File: src/core/afe_pkg.sv
// Shared constants, types and helpers of the front-end digital pin block.
// Assumes a single master clock; all slower rates are enable pulses.
package afe_pkg;
	// Prescale select codes, divide by 1, 2, 4, 8
	localparam logic [1:0] PRE_DIV1 = 2'h0;
	localparam logic [1:0] PRE_DIV2 = 2'h1;
	localparam logic [1:0] PRE_DIV4 = 2'h2;
	localparam logic [1:0] PRE_DIV8 = 2'h3;
	localparam logic [1:0] PRE_RESET = PRE_DIV1;
	// Ratio select: code 0 is 32, each step doubles, default 256
	localparam logic [2:0] OSR_RESET = 3'h3;
	localparam logic [12:0] OSR_MIN = 13'h0020;
	// Analog clock edges per sample clock, and ready low span
	localparam int DIGITAL_SAMPLE_CLOCK_DIV = 4;
	localparam int READY_LOW_ANALOG_MASTER_CLOCK = DIGITAL_SAMPLE_CLOCK_DIV / 2;
	// Command framing
	localparam int CMD_BITS = 8;
	localparam int CMD_READ_BIT = 0;
	localparam logic MODE_SPI = 1'b0;
	localparam logic MODE_TWO_WIRE = 1'b1;

	typedef struct packed {
		logic gain_select_hi;
		logic gain_select_lo;
		logic bias_boost_sel;
		logic ratio_select_hi;
		logic ratio_select_lo;
	} afe_strap_s;

	typedef struct packed {
		logic analog_master_clock_en;
		logic digital_sample_clock_en;
		logic output_rate_clock_en;
		logic ready_n;
	} afe_clk_s;

	typedef enum logic [1:0] {
		ST_IDLE = 2'b00,
		ST_CMD = 2'b01,
		ST_READ = 2'b10,
		ST_WRITE = 2'b11
	} afe_spi_e;

	function automatic logic [3:0] pre_div(input logic [1:0] code);
		return 4'h1 << code;
	endfunction

	function automatic logic [12:0] osr_val(input logic [2:0] code);
		return OSR_MIN << code;
	endfunction
endpackage

File: src/core/afe_pins.sv
// Pin-level digital interface: ready pulse, clock select, serial port,
// hard reset, interface mode and two-wire strap latching.
// Assumes all pins are synchronous to CLOCK, the master clock.
`timescale 1ns/1ns
`default_nettype none
module afe_pins (
	// Clock and power-on reset
	input wire logic CLOCK,
	input wire logic NRST,
	input wire logic WDT_RESET,
	// Configuration
	input wire logic READY_PIN_TRISTATE_SEL,
	input wire logic EXTERNAL_CLOCK_SEL,
	input wire logic [1:0] CLOCK_PRESCALE_SEL,
	input wire logic [2:0] OVERSAMPLING_RATIO_SEL,
	// Conversion-ready pin, two-way
	input wire logic CONVERSION_READY_N_I,
	output logic CONVERSION_READY_N_O,
	output logic CONVERSION_READY_N_OE,
	// Crystal pins as logic inputs
	input wire logic CRYSTAL_PIN_A_I,
	input wire logic CRYSTAL_PIN_B_I,
	// Serial pins
	input wire logic CS_N,
	input wire logic SCK,
	input wire logic SDI,
	input wire logic RESET_N,
	output logic SDO_O,
	output logic SDO_OE,
	// Command and read data
	output logic CMD_VALID,
	output logic [7:0] CMD_BYTE,
	output logic RD_REQ,
	input wire logic [7:0] RD_DATA,
	// Clock tree and status
	output logic OSC_ENABLE,
	output logic CLOCK_RUN,
	output logic ANALOG_BIAS_EN,
	output logic ANALOG_MASTER_CLOCK_EN,
	output logic DIGITAL_SAMPLE_CLOCK_EN,
	output logic OUTPUT_RATE_CLOCK_EN,
	output logic TWO_WIRE_MODE,
	output afe_pkg::afe_strap_s STRAPS
);
	logic mode_q;
	logic mode_d;
	logic latch_q;
	logic hard_rst;
	logic run_n;
	logic strap_load;
	afe_pkg::afe_strap_s strap_q;
	afe_pkg::afe_strap_s strap_pins;
	afe_pkg::afe_clk_s clk_s;
	afe_pkg::afe_spi_e state_q;
	afe_pkg::afe_spi_e state_d;
	logic active;
	logic sck_q;
	logic sck_rise;
	logic sck_fall;
	logic [2:0] bit_cnt_q;
	logic [7:0] cmd_sr_q;
	logic [7:0] cmd_byte_q;
	logic cmd_valid_q;
	logic cmd_done;
	logic [7:0] out_sr_q;
	logic sdo_q;
	logic read_shift;

	// Hard reset only exists while the reset pin is a reset, not a strap
	assign hard_rst = mode_q == afe_pkg::MODE_SPI && !RESET_N;
	assign run_n = NRST && !hard_rst;
	assign CLOCK_RUN = run_n;
	assign ANALOG_BIAS_EN = 1'b1;
	assign OSC_ENABLE = !EXTERNAL_CLOCK_SEL;

	// Mode pin only means anything with the external clock chosen
	assign mode_d = latch_q ? EXTERNAL_CLOCK_SEL && CRYSTAL_PIN_B_I : mode_q;
	always_ff @(posedge CLOCK) begin
		if (!NRST) begin
			mode_q <= afe_pkg::MODE_SPI;
			latch_q <= 1'b1;
		end else begin
			mode_q <= mode_d;
			latch_q <= hard_rst || WDT_RESET;
		end
	end
	assign TWO_WIRE_MODE = mode_q;

	assign strap_pins = '{gain_select_hi: CONVERSION_READY_N_I,
		gain_select_lo: CRYSTAL_PIN_A_I, bias_boost_sel: CS_N,
		ratio_select_hi: SDI, ratio_select_lo: RESET_N};
	assign strap_load = mode_d && (!mode_q || WDT_RESET);
	always_ff @(posedge CLOCK) begin
		if (!NRST)
			strap_q <= '0;
		else if (strap_load)
			strap_q <= strap_pins;
	end
	assign STRAPS = strap_q;

	afe_clkdiv u_div (
		.clk(CLOCK),
		.run_n(run_n),
		.pre_sel(CLOCK_PRESCALE_SEL),
		.osr_sel(OVERSAMPLING_RATIO_SEL),
		.clk_o(clk_s)
	);
	assign ANALOG_MASTER_CLOCK_EN = clk_s.analog_master_clock_en;
	assign DIGITAL_SAMPLE_CLOCK_EN = clk_s.digital_sample_clock_en;
	assign OUTPUT_RATE_CLOCK_EN = clk_s.output_rate_clock_en;

	// Pin turns input in two-wire mode; drive low only during the pulse
	assign CONVERSION_READY_N_O = clk_s.ready_n;
	assign CONVERSION_READY_N_OE = mode_q == afe_pkg::MODE_SPI &&
		(READY_PIN_TRISTATE_SEL || !clk_s.ready_n);

	// Serial port, SCK oversampled by the master clock
	assign active = !CS_N && mode_q == afe_pkg::MODE_SPI && run_n;
	assign sck_rise = SCK && !sck_q;
	assign sck_fall = !SCK && sck_q;
	assign cmd_done = state_q == afe_pkg::ST_CMD && sck_rise && bit_cnt_q == 3'h7;
	assign read_shift = state_q == afe_pkg::ST_READ && sck_fall;
	assign RD_REQ = read_shift && bit_cnt_q == 3'h0;

	always_comb begin
		state_d = state_q;
		unique case (state_q)
			afe_pkg::ST_IDLE: state_d = afe_pkg::ST_CMD;
			afe_pkg::ST_CMD: begin
				if (cmd_done)
					state_d = SDI_read_sel(cmd_sr_q) ? afe_pkg::ST_READ : afe_pkg::ST_WRITE;
			end
			afe_pkg::ST_READ: state_d = afe_pkg::ST_READ;
			afe_pkg::ST_WRITE: state_d = afe_pkg::ST_WRITE;
		endcase
		if (!active)
			state_d = afe_pkg::ST_IDLE;
	end

	function automatic logic SDI_read_sel(input logic [7:0] sr);
		logic [7:0] cmd;
		cmd = {sr[6:0], SDI};
		return cmd[afe_pkg::CMD_READ_BIT];
	endfunction

	always_ff @(posedge CLOCK) begin
		if (!NRST) begin
			state_q <= afe_pkg::ST_IDLE;
			sck_q <= 1'b0;
		end else begin
			state_q <= state_d;
			sck_q <= SCK;
		end
	end

	// Bit counter shared by command and read phases
	always_ff @(posedge CLOCK) begin
		if (!NRST || state_q == afe_pkg::ST_IDLE || cmd_done)
			bit_cnt_q <= 3'h0;
		else if ((state_q == afe_pkg::ST_CMD && sck_rise) || read_shift)
			bit_cnt_q <= bit_cnt_q + 3'h1;
	end

	// Command shift only; data input ignored in later phases
	always_ff @(posedge CLOCK) begin
		if (!NRST || state_q == afe_pkg::ST_IDLE)
			cmd_sr_q <= 8'h00;
		else if (state_q == afe_pkg::ST_CMD && sck_rise)
			cmd_sr_q <= {cmd_sr_q[6:0], SDI};
	end

	always_ff @(posedge CLOCK) begin
		if (!NRST) begin
			cmd_valid_q <= 1'b0;
			cmd_byte_q <= 8'h00;
		end else begin
			cmd_valid_q <= cmd_done && active;
			if (cmd_done && active)
				cmd_byte_q <= {cmd_sr_q[6:0], SDI};
		end
	end
	assign CMD_VALID = cmd_valid_q;
	assign CMD_BYTE = cmd_byte_q;

	// Byte reload every eight falling edges keeps reads streaming
	always_ff @(posedge CLOCK) begin
		if (!NRST || state_q != afe_pkg::ST_READ) begin
			out_sr_q <= 8'h00;
			sdo_q <= 1'b0;
		end else if (RD_REQ) begin
			sdo_q <= RD_DATA[7];
			out_sr_q <= {RD_DATA[6:0], 1'b0};
		end else if (read_shift) begin
			sdo_q <= out_sr_q[7];
			out_sr_q <= {out_sr_q[6:0], 1'b0};
		end
	end
	assign SDO_O = sdo_q;
	assign SDO_OE = state_q == afe_pkg::ST_READ && active;
endmodule // afe_pins
`default_nettype wire

File: src/core/afe_clkdiv.sv
// Prescaler, sample clock and output rate dividers with ready pulse.
// Assumes pre_sel and osr_sel change only between frames of interest.
`timescale 1ns/1ns
`default_nettype none
module afe_clkdiv (
	// Clock and synchronous reset, low also stops distribution
	input wire logic clk,
	input wire logic run_n,
	// Rate selection
	input wire logic [1:0] pre_sel,
	input wire logic [2:0] osr_sel,
	// Enables and ready pulse
	output afe_pkg::afe_clk_s clk_o
);
	logic [3:0] div;
	logic [12:0] oversampling_ratio;
	logic [3:0] pre_cnt_q;
	logic [1:0] quarter_q;
	logic [12:0] osr_cnt_q;
	logic ready_n_q;
	logic analog_master_clock_en;
	logic digital_sample_clock_en;
	logic output_rate_clock_en;
	logic ready_end;

	assign div = afe_pkg::pre_div(pre_sel);
	assign oversampling_ratio = afe_pkg::osr_val(osr_sel);
	// Compare with >= so a smaller divide picked mid-count cannot hang
	// Gated by run so no enable escapes while distribution is stopped
	assign analog_master_clock_en = run_n && pre_cnt_q >= div - 4'h1;
	assign digital_sample_clock_en = analog_master_clock_en && quarter_q == 2'(afe_pkg::DIGITAL_SAMPLE_CLOCK_DIV - 1);
	assign output_rate_clock_en = digital_sample_clock_en && osr_cnt_q >= oversampling_ratio - 13'h0001;
	assign ready_end = analog_master_clock_en && osr_cnt_q == 13'h0000 &&
		quarter_q == 2'(afe_pkg::READY_LOW_ANALOG_MASTER_CLOCK - 1);

	always_ff @(posedge clk) begin
		if (!run_n || analog_master_clock_en)
			pre_cnt_q <= 4'h0;
		else
			pre_cnt_q <= pre_cnt_q + 4'h1;
	end

	always_ff @(posedge clk) begin
		if (!run_n)
			quarter_q <= 2'h0;
		else if (analog_master_clock_en)
			quarter_q <= quarter_q + 2'h1;
	end

	always_ff @(posedge clk) begin
		if (!run_n || output_rate_clock_en)
			osr_cnt_q <= 13'h0000;
		else if (digital_sample_clock_en)
			osr_cnt_q <= osr_cnt_q + 13'h0001;
	end

	// Low for the first half sample period of each output period
	always_ff @(posedge clk) begin
		if (!run_n)
			ready_n_q <= 1'b1;
		else if (output_rate_clock_en)
			ready_n_q <= 1'b0;
		else if (ready_end)
			ready_n_q <= 1'b1;
	end

	assign clk_o = '{analog_master_clock_en: analog_master_clock_en, digital_sample_clock_en: digital_sample_clock_en,
		output_rate_clock_en: output_rate_clock_en, ready_n: ready_n_q};

	logic [6:0] low_len_q;
	always_ff @(posedge clk) begin
		if (!run_n || ready_n_q)
			low_len_q <= 7'h00;
		else
			low_len_q <= low_len_q + 7'h01;
	end
endmodule // afe_clkdiv
`default_nettype wire

File: config.mk
export PLATFORM = sky130hd
export DESIGN_NAME = afe_pins
export DESIGN_NICKNAME = d
export VERILOG_FILES = /design/src/core/afe_pkg.sv /design/src/core/afe_pins.sv /design/src/core/afe_clkdiv.sv
export SDC_FILE = /design/constraint.sdc
export NUM_CORES = 1
export LEC_CHECK = 0
export BUFFER_PORTS_ARGS = -buffer_cell sky130_fd_sc_hd__buf_2
export CAP_MARGIN = 25
export CORE_MARGIN = 8
export CORE_UTILIZATION = 52
export DETAILED_ROUTE_END_ITERATION = 10
export PLACE_DENSITY = 0.83
export SYNTH_ARGS = -nofsm -noshare
export SYNTH_HDL_FRONTEND = slang
export SYNTH_HIERARCHICAL = 1
export SYNTH_SLANG_ARGS = --single-unit
File: constraint.sdc
create_clock -name CLOCK -period 4.07 [get_ports CLOCK]
set_clock_uncertainty 0.1 [all_clocks]
set_input_delay 0 -clock CLOCK [delete_from_list [all_inputs] [get_ports CLOCK]]
set_output_delay 0 -clock CLOCK [all_outputs]
set_load 0.03 [all_outputs]
; ---- Yosys cells after proc, flatten, opt, wreduce, memory -nomap -nowiden
; Index checks and enable logic that the tools add are counted.
[word_totals]
regBits = 57
input_bits = 25
output_inout_bits = 26
[classes]
addsub = 6
n_lt_le_gt_ge = 2
eq_ne = 8
shifts = 2
mux = 10
bitwise_logic = 1
n_reduce_logical = 45
[op_table]
columns = operator, count
row1 = 1-bit logical AND, 20
row2 = 8-bit two-way mux, 2
row3 = 13-bit by 1-bit adder with 13-bit output (second input constant), 1
row4 = 13-bit >= comparator, 1
row5 = 13-bit zero test, 1
row6 = 6-bit by 3-bit left shift with 13-bit output (first input constant), 1
row7 = 13-bit by 1-bit subtractor with 13-bit output (second input constant), 1
row8 = 1-bit zero test, 10
row9 = 1-bit logical OR, 9
row10 = 2-bit one-hot mux with 4 select lines, 1
row11 = 2-bit == test (second input constant), 3
row12 = 1-bit two-way mux, 6
row13 = 4-bit by 1-bit adder with 4-bit output (second input constant), 1
row14 = 2-bit by 1-bit == test with 1-bit output (second input constant), 2
row15 = 4-bit >= comparator, 1
row16 = 2-bit != test (second input constant), 2
row17 = 2-bit nonzero test, 2
row18 = 1-bit by 2-bit left shift with 4-bit output (first input constant), 1
row19 = 4-bit by 1-bit subtractor with 4-bit output (second input constant), 1
row20 = 3-bit by 1-bit adder with 3-bit output (second input constant), 1
row21 = 3-bit == test (second input constant), 1
row22 = 3-bit zero test, 1
row23 = 2-bit by 1-bit adder with 2-bit output (second input constant), 1
row24 = 2-bit zero test, 1
row25 = 3 further kinds, 3

; ---- Longest topological paths before layout
; Gate-level depths: netlist of run 1.
[logic_depth]
word_depth = 9
ltp_mapped = 14
ltp_nobuf = 12

; ---- Hierarchy
; The synthesis of run 1 kept the hierarchy.
[by_module_without_submodules]
columns = module, instances, cells_per_inst, area_each_um2
row1 = afe_pins, 1, 180, 1687.9
row2 = afe_clkdiv, 1, 159, 1302.5

; ---- Least setup slack after synthesis of run 1
; Ideal clock, no wire load.
[synth_path]
path_type = flip-flop to flip-flop
from = register mode_q, in the netlist TWO_WIRE_MODE
to = register u_div.osr_cnt_q[0]
t_arrival_ns = 2.207
t_required_ns = 3.853
setup_slack_ns = 1.646
path_stages_with_launch = 8
path_buffers = 1
cell_sequence = dfxtp_1 > nor2_1 > nor2_1 > nand2_1 > nor2_1 > a311o_1 > buf_2 > nor2_1
[synth_via]
elab_chain_cells = 8
elab_cells_between_ends = 9
[synth_lines]
columns = item, line
row1 = from (decl), afe_pins.sv:45  ; logic mode_q;
row2 = from (signal assigned), afe_pins.sv:80  ; mode_q <= afe_pkg::MODE_SPI;
row3 = from (signal assigned), afe_pins.sv:83  ; mode_q <= mode_d;
row4 = 1-bit inverter *, afe_pins.sv:70  ; assign hard_rst = mode_q == afe_pkg::MODE_SPI && !RESET_N;
row5 = 1-bit logical AND *, afe_pins.sv:70
row6 = 1-bit zero test *, afe_pins.sv:71  ; assign run_n = NRST && !hard_rst;
row7 = 1-bit logical AND *, afe_pins.sv:71
row8 = via CLOCK_RUN, afe_pins.sv:37  ; output logic CLOCK_RUN,
row9 = 1-bit logical AND *, afe_clkdiv.sv:30  ; assign analog_master_clock_en = run_n && pre_cnt_q >= div - 4'h1;
row10 = 1-bit logical AND *, afe_clkdiv.sv:31  ; assign digital_sample_clock_en = analog_master_clock_en && quarter_q == 2'(afe_pkg::DIGITAL_SAMPLE_CLOCK_DIV - ...
row11 = via u_div.digital_sample_clock_en, afe_clkdiv.sv:22  ; logic digital_sample_clock_en;
row12 = 1-bit logical AND, afe_clkdiv.sv:32  ; assign output_rate_clock_en = digital_sample_clock_en && osr_cnt_q >= oversampling_ratio - 13'h0001;
row13 = 1-bit logical OR, afe_clkdiv.sv:51  ; if (!run_n || output_rate_clock_en)
row14 = to (signal assigned), afe_clkdiv.sv:54  ; osr_cnt_q <= osr_cnt_q + 13'h0001;
row15 = to (decl), afe_clkdiv.sv:19  ; logic [12:0] osr_cnt_q;
; The timed path passes the listed nets; every way through them passes the cells marked *.
; A chain may end at the register's enable or synchronous reset.

; ---- Final worst setup path of run 1
[layout_path]
from = register u_div.pre_cnt_q[2]
to = output OUTPUT_RATE_CLOCK_EN
[layout_via]
elab_chain_cells = 4
[layout_lines]
columns = item, line
row1 = from (decl), afe_clkdiv.sv:17  ; logic [3:0] pre_cnt_q;
row2 = from (signal assigned), afe_clkdiv.sv:40  ; pre_cnt_q <= pre_cnt_q + 4'h1;
row3 = 4-bit >= comparator, afe_clkdiv.sv:30
row4 = 1-bit logical AND, afe_clkdiv.sv:30
row5 = 1-bit logical AND, afe_clkdiv.sv:31
row6 = 1-bit logical AND, afe_clkdiv.sv:32
row7 = to (decl), afe_pins.sv:41  ; output logic OUTPUT_RATE_CLOCK_EN,
; No other way between the ends.

==> flow_metrics.py, run 1 <==
metrics = {
    "floorplan": {
        "fp.dieW_um": 91.8,
        "io_pins": 51,
        "rows": 27,
        "coreArea_sq_um": 5540,
        "die_h_um": 91.8,
        "start_util_pct": 54.0,
        "die-area_sq_um": 8430,
    },
    "run": {
        "drv_cap": 0,
    },
    "setup_path": {
        "slowest_stage": "a31oi_2",
        "cp-end-kind": "primary output",
        "timing.rr.start": "u_div/pre_cnt_q[2]$_SDFF_PP0_",
        "path_max_fanout": 12,
        "crit_arrival_ps": 2540,
        "path_cells": "ha_1, a211o_1, a31oi_2, buf_4, nor2_1, a31o_2, buf_2",
        "start_kind": "register",
        "critPathKind": "register to primary output",
        "cp_num_buf_inv": 2,
        "crit_start": "u_div/pre_cnt_q[2]$_SDFF_PP0_",
        "cp_slowest_stage_delay_ps": 420,
        "r2r_setup_slack_ps": 1460,
        "cpLargestDelayFamily": "compound AO/OA/AOI/OAI gates",
        "crit_required_ps": 3970,
    },
    "synth": {
        "synth-simple-area-share_pct": 23.6,
        "yosys.area.top_type": "dfxtp_1",
        "synth.area.top_cells": "dfxtp_1, ha_1, nand2_1",
        "syn_area_sq_um": 2990,
        "synth_seq_cells": 57,
        "synthCells": 339,
        "synth_cell_types": 52,
        "avgSynthCellArea_sq_um": 8.82,
        "synth-compound-area-share_pct": 15.4,
        "syn_nets": 384,
        "synth_most_common_cell": "dfxtp_1",
        "muxShareOfSynthArea_pct": 3.05,
        "yosys-top-cells-count": "dfxtp_1, nand2_1, nor2_1",
        "ys.flop_type": "dfxtp_1",
        "synth_top_area_share_pct": 38.2,
        "ys_warn_count": 6,
        "synthAdderAreaFrac_pct": 8.37,
        "yosysSeqAreaShare_pct": 38.2,
        "synthArstFlopShare_pct": 0,
        "synth_edf_count": 0,
        "synth_xor_xnor_area_share_pct": 4.98,
        "synth_top_family_by_area": "simple AND/OR/NAND/NOR gates",
    },
    "timing": {
        "worstMarginPinSlew_ps": 930,
        "setup_ws_ps": 1430,
        "hold_viol": 0,
        "period_share_pct": 64.9,
        "finalSetupViolCount": 0,
        "finalSetupTns_ps": 0,
        "timing.fmax_mhz": 379,
        "slew_violations": 0,
        "layout_min_cycle_time_ps": 2640,
        "slew_headroom_pct": 37.9,
        "grt_setup_unrepaired": "no",
        "whs_ps": 125,
    },
    "power": {
        "power_density_nw_per_um2": 339,
        "irDropWorstVdd_uv": 196,
        "power_mw": 1.22,
        "p_leak_nw": 1.49,
    },
    "grt": {
        "use_met3_pct": 5.54,
        "grt_pass1_wl_um": 11400,
        "grt-ovfl-total": 0,
        "gr-usage-all-layers_pct": 16.5,
        "busiest_layer": "met2",
        "antenna_found_initial": 0,
        "met1_usage_pct": 17.3,
        "grt_max_degree": 21,
        "grt_pass1_vias": 2490,
        "use_met2_pct": 29.3,
    },
    "routing": {
        "dr_total_vias": 2564,
        "dr.pass1.iters": 4,
        "post-route-drc-count": 0,
        "drt_first_iter_violations": 95,
        "avgRoutedWirePerCell_um": 14.1,
        "final_antenna_net_count": 0,
        "vias_per_cell": 5.36,
        "finalWirelength_um": 6760,
    },
    "place": {
        "post-dp-hpwl_um": 4620,
        "preCtsSetupSlack_ps": 1420,
        "globalplace.congestion": 0.804,
        "dpl.cell_count": 442,
        "numPortBuffers": 49,
    },
    "clocking": {
        "cts_sinks": 57,
        "cts_made_buffers": 9,
        "insertion_delay_ps": 340,
        "clkSlewWorstSetupHoldPaths_ps": 70,
        "root_buffer": "clkbuf_8",
        "cts_tree": "yes",
        "h-tree-depth": 3,
        "post_cts_buffers": 0,
        "cts_max_path_buffers": 2,
    },
    "layout": {
        "finalNetCount": 446,
        "fill_cells": 451,
        "layout-drive-gt1-share_pct": 21.9,
        "fin_cells": 478,
        "area_growth_pct": 20.2,
        "n_antenna_cell": 0,
    },
    "min_path": {
        "hold_path_class": "primary input to register",
        "hp-start": "EXTERNAL_CLOCK_SEL",
    },
    "status": {
        "outcome": "complete, no violations",
    },
}
## metrics by stage
stage / cell area (sq um) / util [%]
floorplan: 2990 / -
global placement: 3200 / 57.7
detailed placement: 3200 / 57.7
CTS: 3590 / 64.9
global route: 3590 / 64.9
finish: 3590 / 64.9
## final timing paths
| check | end | cells after the start |
|---|---|---|
| worst max-delay path | OUTPUT_RATE_CLOCK_EN | 7 |
| worst min-delay path | STRAPS[1]$_SDFFE_PN0P_ | 4 |
| worst max register to register | u_div/osr_cnt_q[4]$_SDFFE_PP0P_ | 7 |
| worst min register to register | CMD_BYTE[4]$_SDFFE_PN0P_ | 2 |
## state kept, by name, summed over array words and instances (netlist names)
register / flops
CMD_BYTE: 8
CMD_VALID: 1
SDO_O: 1
STRAPS: 5
TWO_WIRE_MODE: 1
bit_cnt_q: 3
cmd_sr_q: 7
latch_q: 1
out_sr_q: 7
sck_q: 1
state_q: 2
u_div/osr_cnt_q: 13
u_div/pre_cnt_q: 4
u_div/quarter_q: 2
u_div/ready_n_q: 1
## repair_timing
action / 4_1_cts / 5_1_grt
hold buffers: 20 / 0
resized for setup: 0 / 0
hold endpoints to repair: 26 / 0
## final cells by class
cell class	count	area (sq um)	share of cell area (%)
inverter	13	48.8	1.36
clock inverter	5	55.1	1.53
clock buffer	11	141	3.93
sequential	57	1140	31.8
tap	72	90.1	2.51
multi-input combinational	250	1660	46.3
timing repair buffer	70	453	12.6
## worst register-to-register path, stage by stage (launching register included)
cell and delay (ps):
dfxtp_1 340, ha_1 330, a211o_1 270, a31oi_2 420, buf_4 280, nor2_1 130
a311o_1 470, nor2_1 190
## placed cells by master, fill, tap and decap left out, types with 8 or more instances in the layout
cell type / instances
dfxtp_1: 57
buf_2: 49
nand2_1: 39
nor2_1: 35
a21oi_1: 24
ha_1: 20
dlygate4sd3_1: 20
inv_1: 13
nand3_1: 13
xnor2_1: 13
nand4_1: 10
clkbuf_8: 10
o21ai_2: 8
mux2i_1: 8
## routing by layer
layer | routed length, um | up-vias | share of wire [%]
met2 | 3550 | 57 | 52
met1 | 2720 | 1187 | 40
met5 | 0 | - | 0
li1 | - | 1306 | -
met4 | 138 | 0 | 2.0
met3 | 351 | 14 | 5.2
## where the power goes
group,leakage (nW),total [mW],internal (mW),switching (mW)
Combinational,0.929,0.123,0.0507,0.0718
Clock,0.0953,0.523,0.297,0.226
Sequential,0.461,0.572,0.565,0.00625
## cell families after synthesis
family | Yosys count
multiplexers | 9
AND/OR/NAND/NOR | 138
AO/OA/AOI/OAI | 64
flip-flops | 57
adder cells (fa/ha/maj) | 20
buffers and inverters | 32
other | 2
XOR/XNOR | 17
Power figures use the tool's default switching activity.
==> inputs of run 2 (changes only) <==
--- a/config.mk
+++ b/config.mk
@@ -8,9 +8,9 @@
 export BUFFER_PORTS_ARGS = -buffer_cell sky130_fd_sc_hd__buf_2
 export CAP_MARGIN = 25
 export CORE_MARGIN = 8
-export CORE_UTILIZATION = 52
+export CORE_UTILIZATION = 51
 export DETAILED_ROUTE_END_ITERATION = 10
-export PLACE_DENSITY = 0.83
+export PLACE_DENSITY = 0.84
 export SYNTH_ARGS = -nofsm -noshare
 export SYNTH_HDL_FRONTEND = slang
 export SYNTH_HIERARCHICAL = 1
==> constraint.sdc (replaced) <==
create_clock -name CLOCK -period 2.4 [get_ports CLOCK]
set_clock_uncertainty 0.1 [all_clocks]
set_input_delay 0 -clock CLOCK [delete_from_list [all_inputs] [get_ports CLOCK]]
set_output_delay 0 -clock CLOCK [all_outputs]
set_load 0.03 [all_outputs]
==> run 2 against run 1 <==
  * First-iteration DRC count up 61%
  * Sequential share of layout area down 1.4 points
  * Via count up 4.6%
  * Utilization up 0.097 points
  * Critical endpoint unchanged
  * Largest cell class unchanged
  * Largest power group unchanged
  * Highest routed layer unchanged
==> flow_metrics.py, run 2 (synthesis gave the netlist of run 1 again) <==
metrics = {
    "status": {
        "outcome": "complete, no violations",
    },
    "grt": {
        "grt_max_degree": 20,
        "grt-ovfl-total": 0,
        "antenna_found_initial": 0,
        "grt_pass1_wl_um": 12200,
        "grt_pass1_vias": 2617,
        "gr-usage-all-layers_pct": 17.3,
    },
    "power": {
        "pwr-share-clk_pct": 44.4,
        "power_density_nw_per_um2": 576,
        "p_leak_nw": 1.57,
        "power_switching_uw": 521,
        "pwr-share-comb_pct": 10.8,
        "p_sw_share_pct": 24.1,
        "irDropWorstVdd_uv": 399,
        "power_frac_seq_pct": 44.9,
        "p_int_mw": 1.64,
    },
    "setup_path": {
        "crit_required_ps": 2300,
        "crit_arrival_ps": 2220,
        "cp-end-kind": "primary output",
        "start_kind": "register",
        "critPathKind": "register to primary output",
        "path_max_fanout": 7,
    },
    "layout": {
        "layout-drive-gt1-share_pct": 25.5,
        "area_growth_pct": 25.6,
        "final-seq-area_sq_um": 1140,
        "final_common_cell": "dfxtp_1",
        "regMostFlops": "u_div/osr_cnt_q",
        "final_cell_mix": "dfxtp_1, buf_2, nand2_1, nor2_1, a21oi_1",
        "n_antenna_cell": 0,
        "fin_cells": 495,
        "finalNetCount": 460,
        "multiInputGateArea_sq_um": 1700,
        "fill_cells": 490,
        "largest_reg_flops": 13,
    },
    "routing": {
        "vias_per_cell": 5.42,
        "final_antenna_net_count": 0,
        "dr_total_vias": 2681,
        "finalWirelength_um": 7270,
        "dr.pass1.iters": 4,
        "avgRoutedWirePerCell_um": 14.7,
        "drt_first_iter_violations": 153,
        "post-route-drc-count": 0,
    },
    "place": {
        "dpl.cell_count": 458,
        "globalplace.congestion": 0.847,
        "post-dp-hpwl_um": 4920,
        "numPortBuffers": 49,
    },
    "timing": {
        "finalSetupViolCount": 0,
        "slew_violations": 0,
        "hold_viol": 0,
        "worstMarginPinSlew_ps": 793,
        "period_share_pct": 96.6,
        "slew_headroom_pct": 46.8,
        "layout_min_cycle_time_ps": 2320,
        "whs_ps": 90.2,
        "timing.fmax_mhz": 432,
    },
    "floorplan": {
        "fp.dieW_um": 92.6,
        "die-area_sq_um": 8570,
        "io_pins": 51,
        "die_h_um": 92.6,
        "coreArea_sq_um": 5780,
        "start_util_pct": 51.7,
        "rows": 28,
    },
    "clocking": {
        "cts_max_path_buffers": 2,
        "cts_sinks": 57,
        "h-tree-depth": 3,
        "cts_made_buffers": 9,
        "cts_tree": "yes",
        "root_buffer": "clkbuf_8",
        "insertion_delay_ps": 340,
        "clkSlewWorstSetupHoldPaths_ps": 70,
    },
    "min_path": {
        "hold_path_class": "primary input to register",
    },
    "run": {
        "drv_cap": 0,
    },
}
-- run 2: timing repair --
item / CTS / global route
endpoints found under the setup margin: 1 / 3
pin swaps: 0 / 0
gates resized for setup: 1 / 4
setup buffers: 0 / 1
hold buffers: 20 / 0
hold endpoints to repair: 26 / 0
-- run 2: power by group through the flow --
stage                     registers (mW)  clock network (mW)  logic (mW)
after floorplan                     1.00                   0       0.113
after global placement             0.990                   0       0.187
after detailed placement           0.990                   0       0.195
after CTS                          0.969               0.981       0.224
after global routing               0.971                1.03       0.255
final                              0.970               0.960       0.233
-- run 2: layout make-up --
cell class,instances,share of cell area (%)
multi-input cells,250,45.4
flip-flops and latches,57,30.4
repair buffers,84,14.9
clock buffers,10,3.40
well taps,75,2.50
clock inverters,6,2.20
inverters,13,1.30
-- run 2: through the flow --
| step | TNS, ps | power [mW] | setup slack (ps) | util, % | area, sq um |
|---|---|---|---|---|---|
| after floorplan | 0 | 1.11 | 55.4 | - | 2990 |
| after CTS | 0 | 2.17 | 39.7 | 64.4 | 3720 |
| final | 0 | 2.16 | 82.7 | 65.0 | 3750 |
| after detailed placement | -842 | 1.18 | -75.0 | 57.1 | 3300 |
| after global placement | -7.84 | 1.18 | -7.84 | 57.1 | 3300 |
| after global routing | -23.6 | 2.25 | -23.6 | 65.0 | 3750 |
-- run 2: metal layers --
| layer | GRT usage, % | up-vias | share of wire (%) |
|---|---|---|---|
| met4 | 6.58 | 0 | 1.2 |
| met1 | 19.5 | 1275 | 41 |
| li1 | - | 1337 | - |
| met3 | 4.53 | 11 | 5.1 |
| met2 | 30.6 | 58 | 53 |
| met5 | 0 | - | 0 |
-- run 2: worst max-delay path, cell delays in order, from the launching register on --
cell     delay [ps]
dfxtp_1         430
ha_4            250
a211o_1         290
a31oi_4         240
nor2_1          100
buf_4           160
a31o_2          220
buf_2           180
-- run 2: worst paths after layout --
path                                      start                              end  slack (ps)  cells past startpoint
setup / recovery  u_div/pre_cnt_q[2]$_SDFF_PP0_             OUTPUT_RATE_CLOCK_EN          80                      7
hold / removal               EXTERNAL_CLOCK_SEL           STRAPS[1]$_SDFFE_PN0P_          90                      4
hold reg to reg        CMD_BYTE[4]$_SDFFE_PN0P_         CMD_BYTE[4]$_SDFFE_PN0P_         360                      2
setup reg to reg  u_div/pre_cnt_q[2]$_SDFF_PP0_  u_div/osr_cnt_q[8]$_SDFFE_PP0P_         230                      8
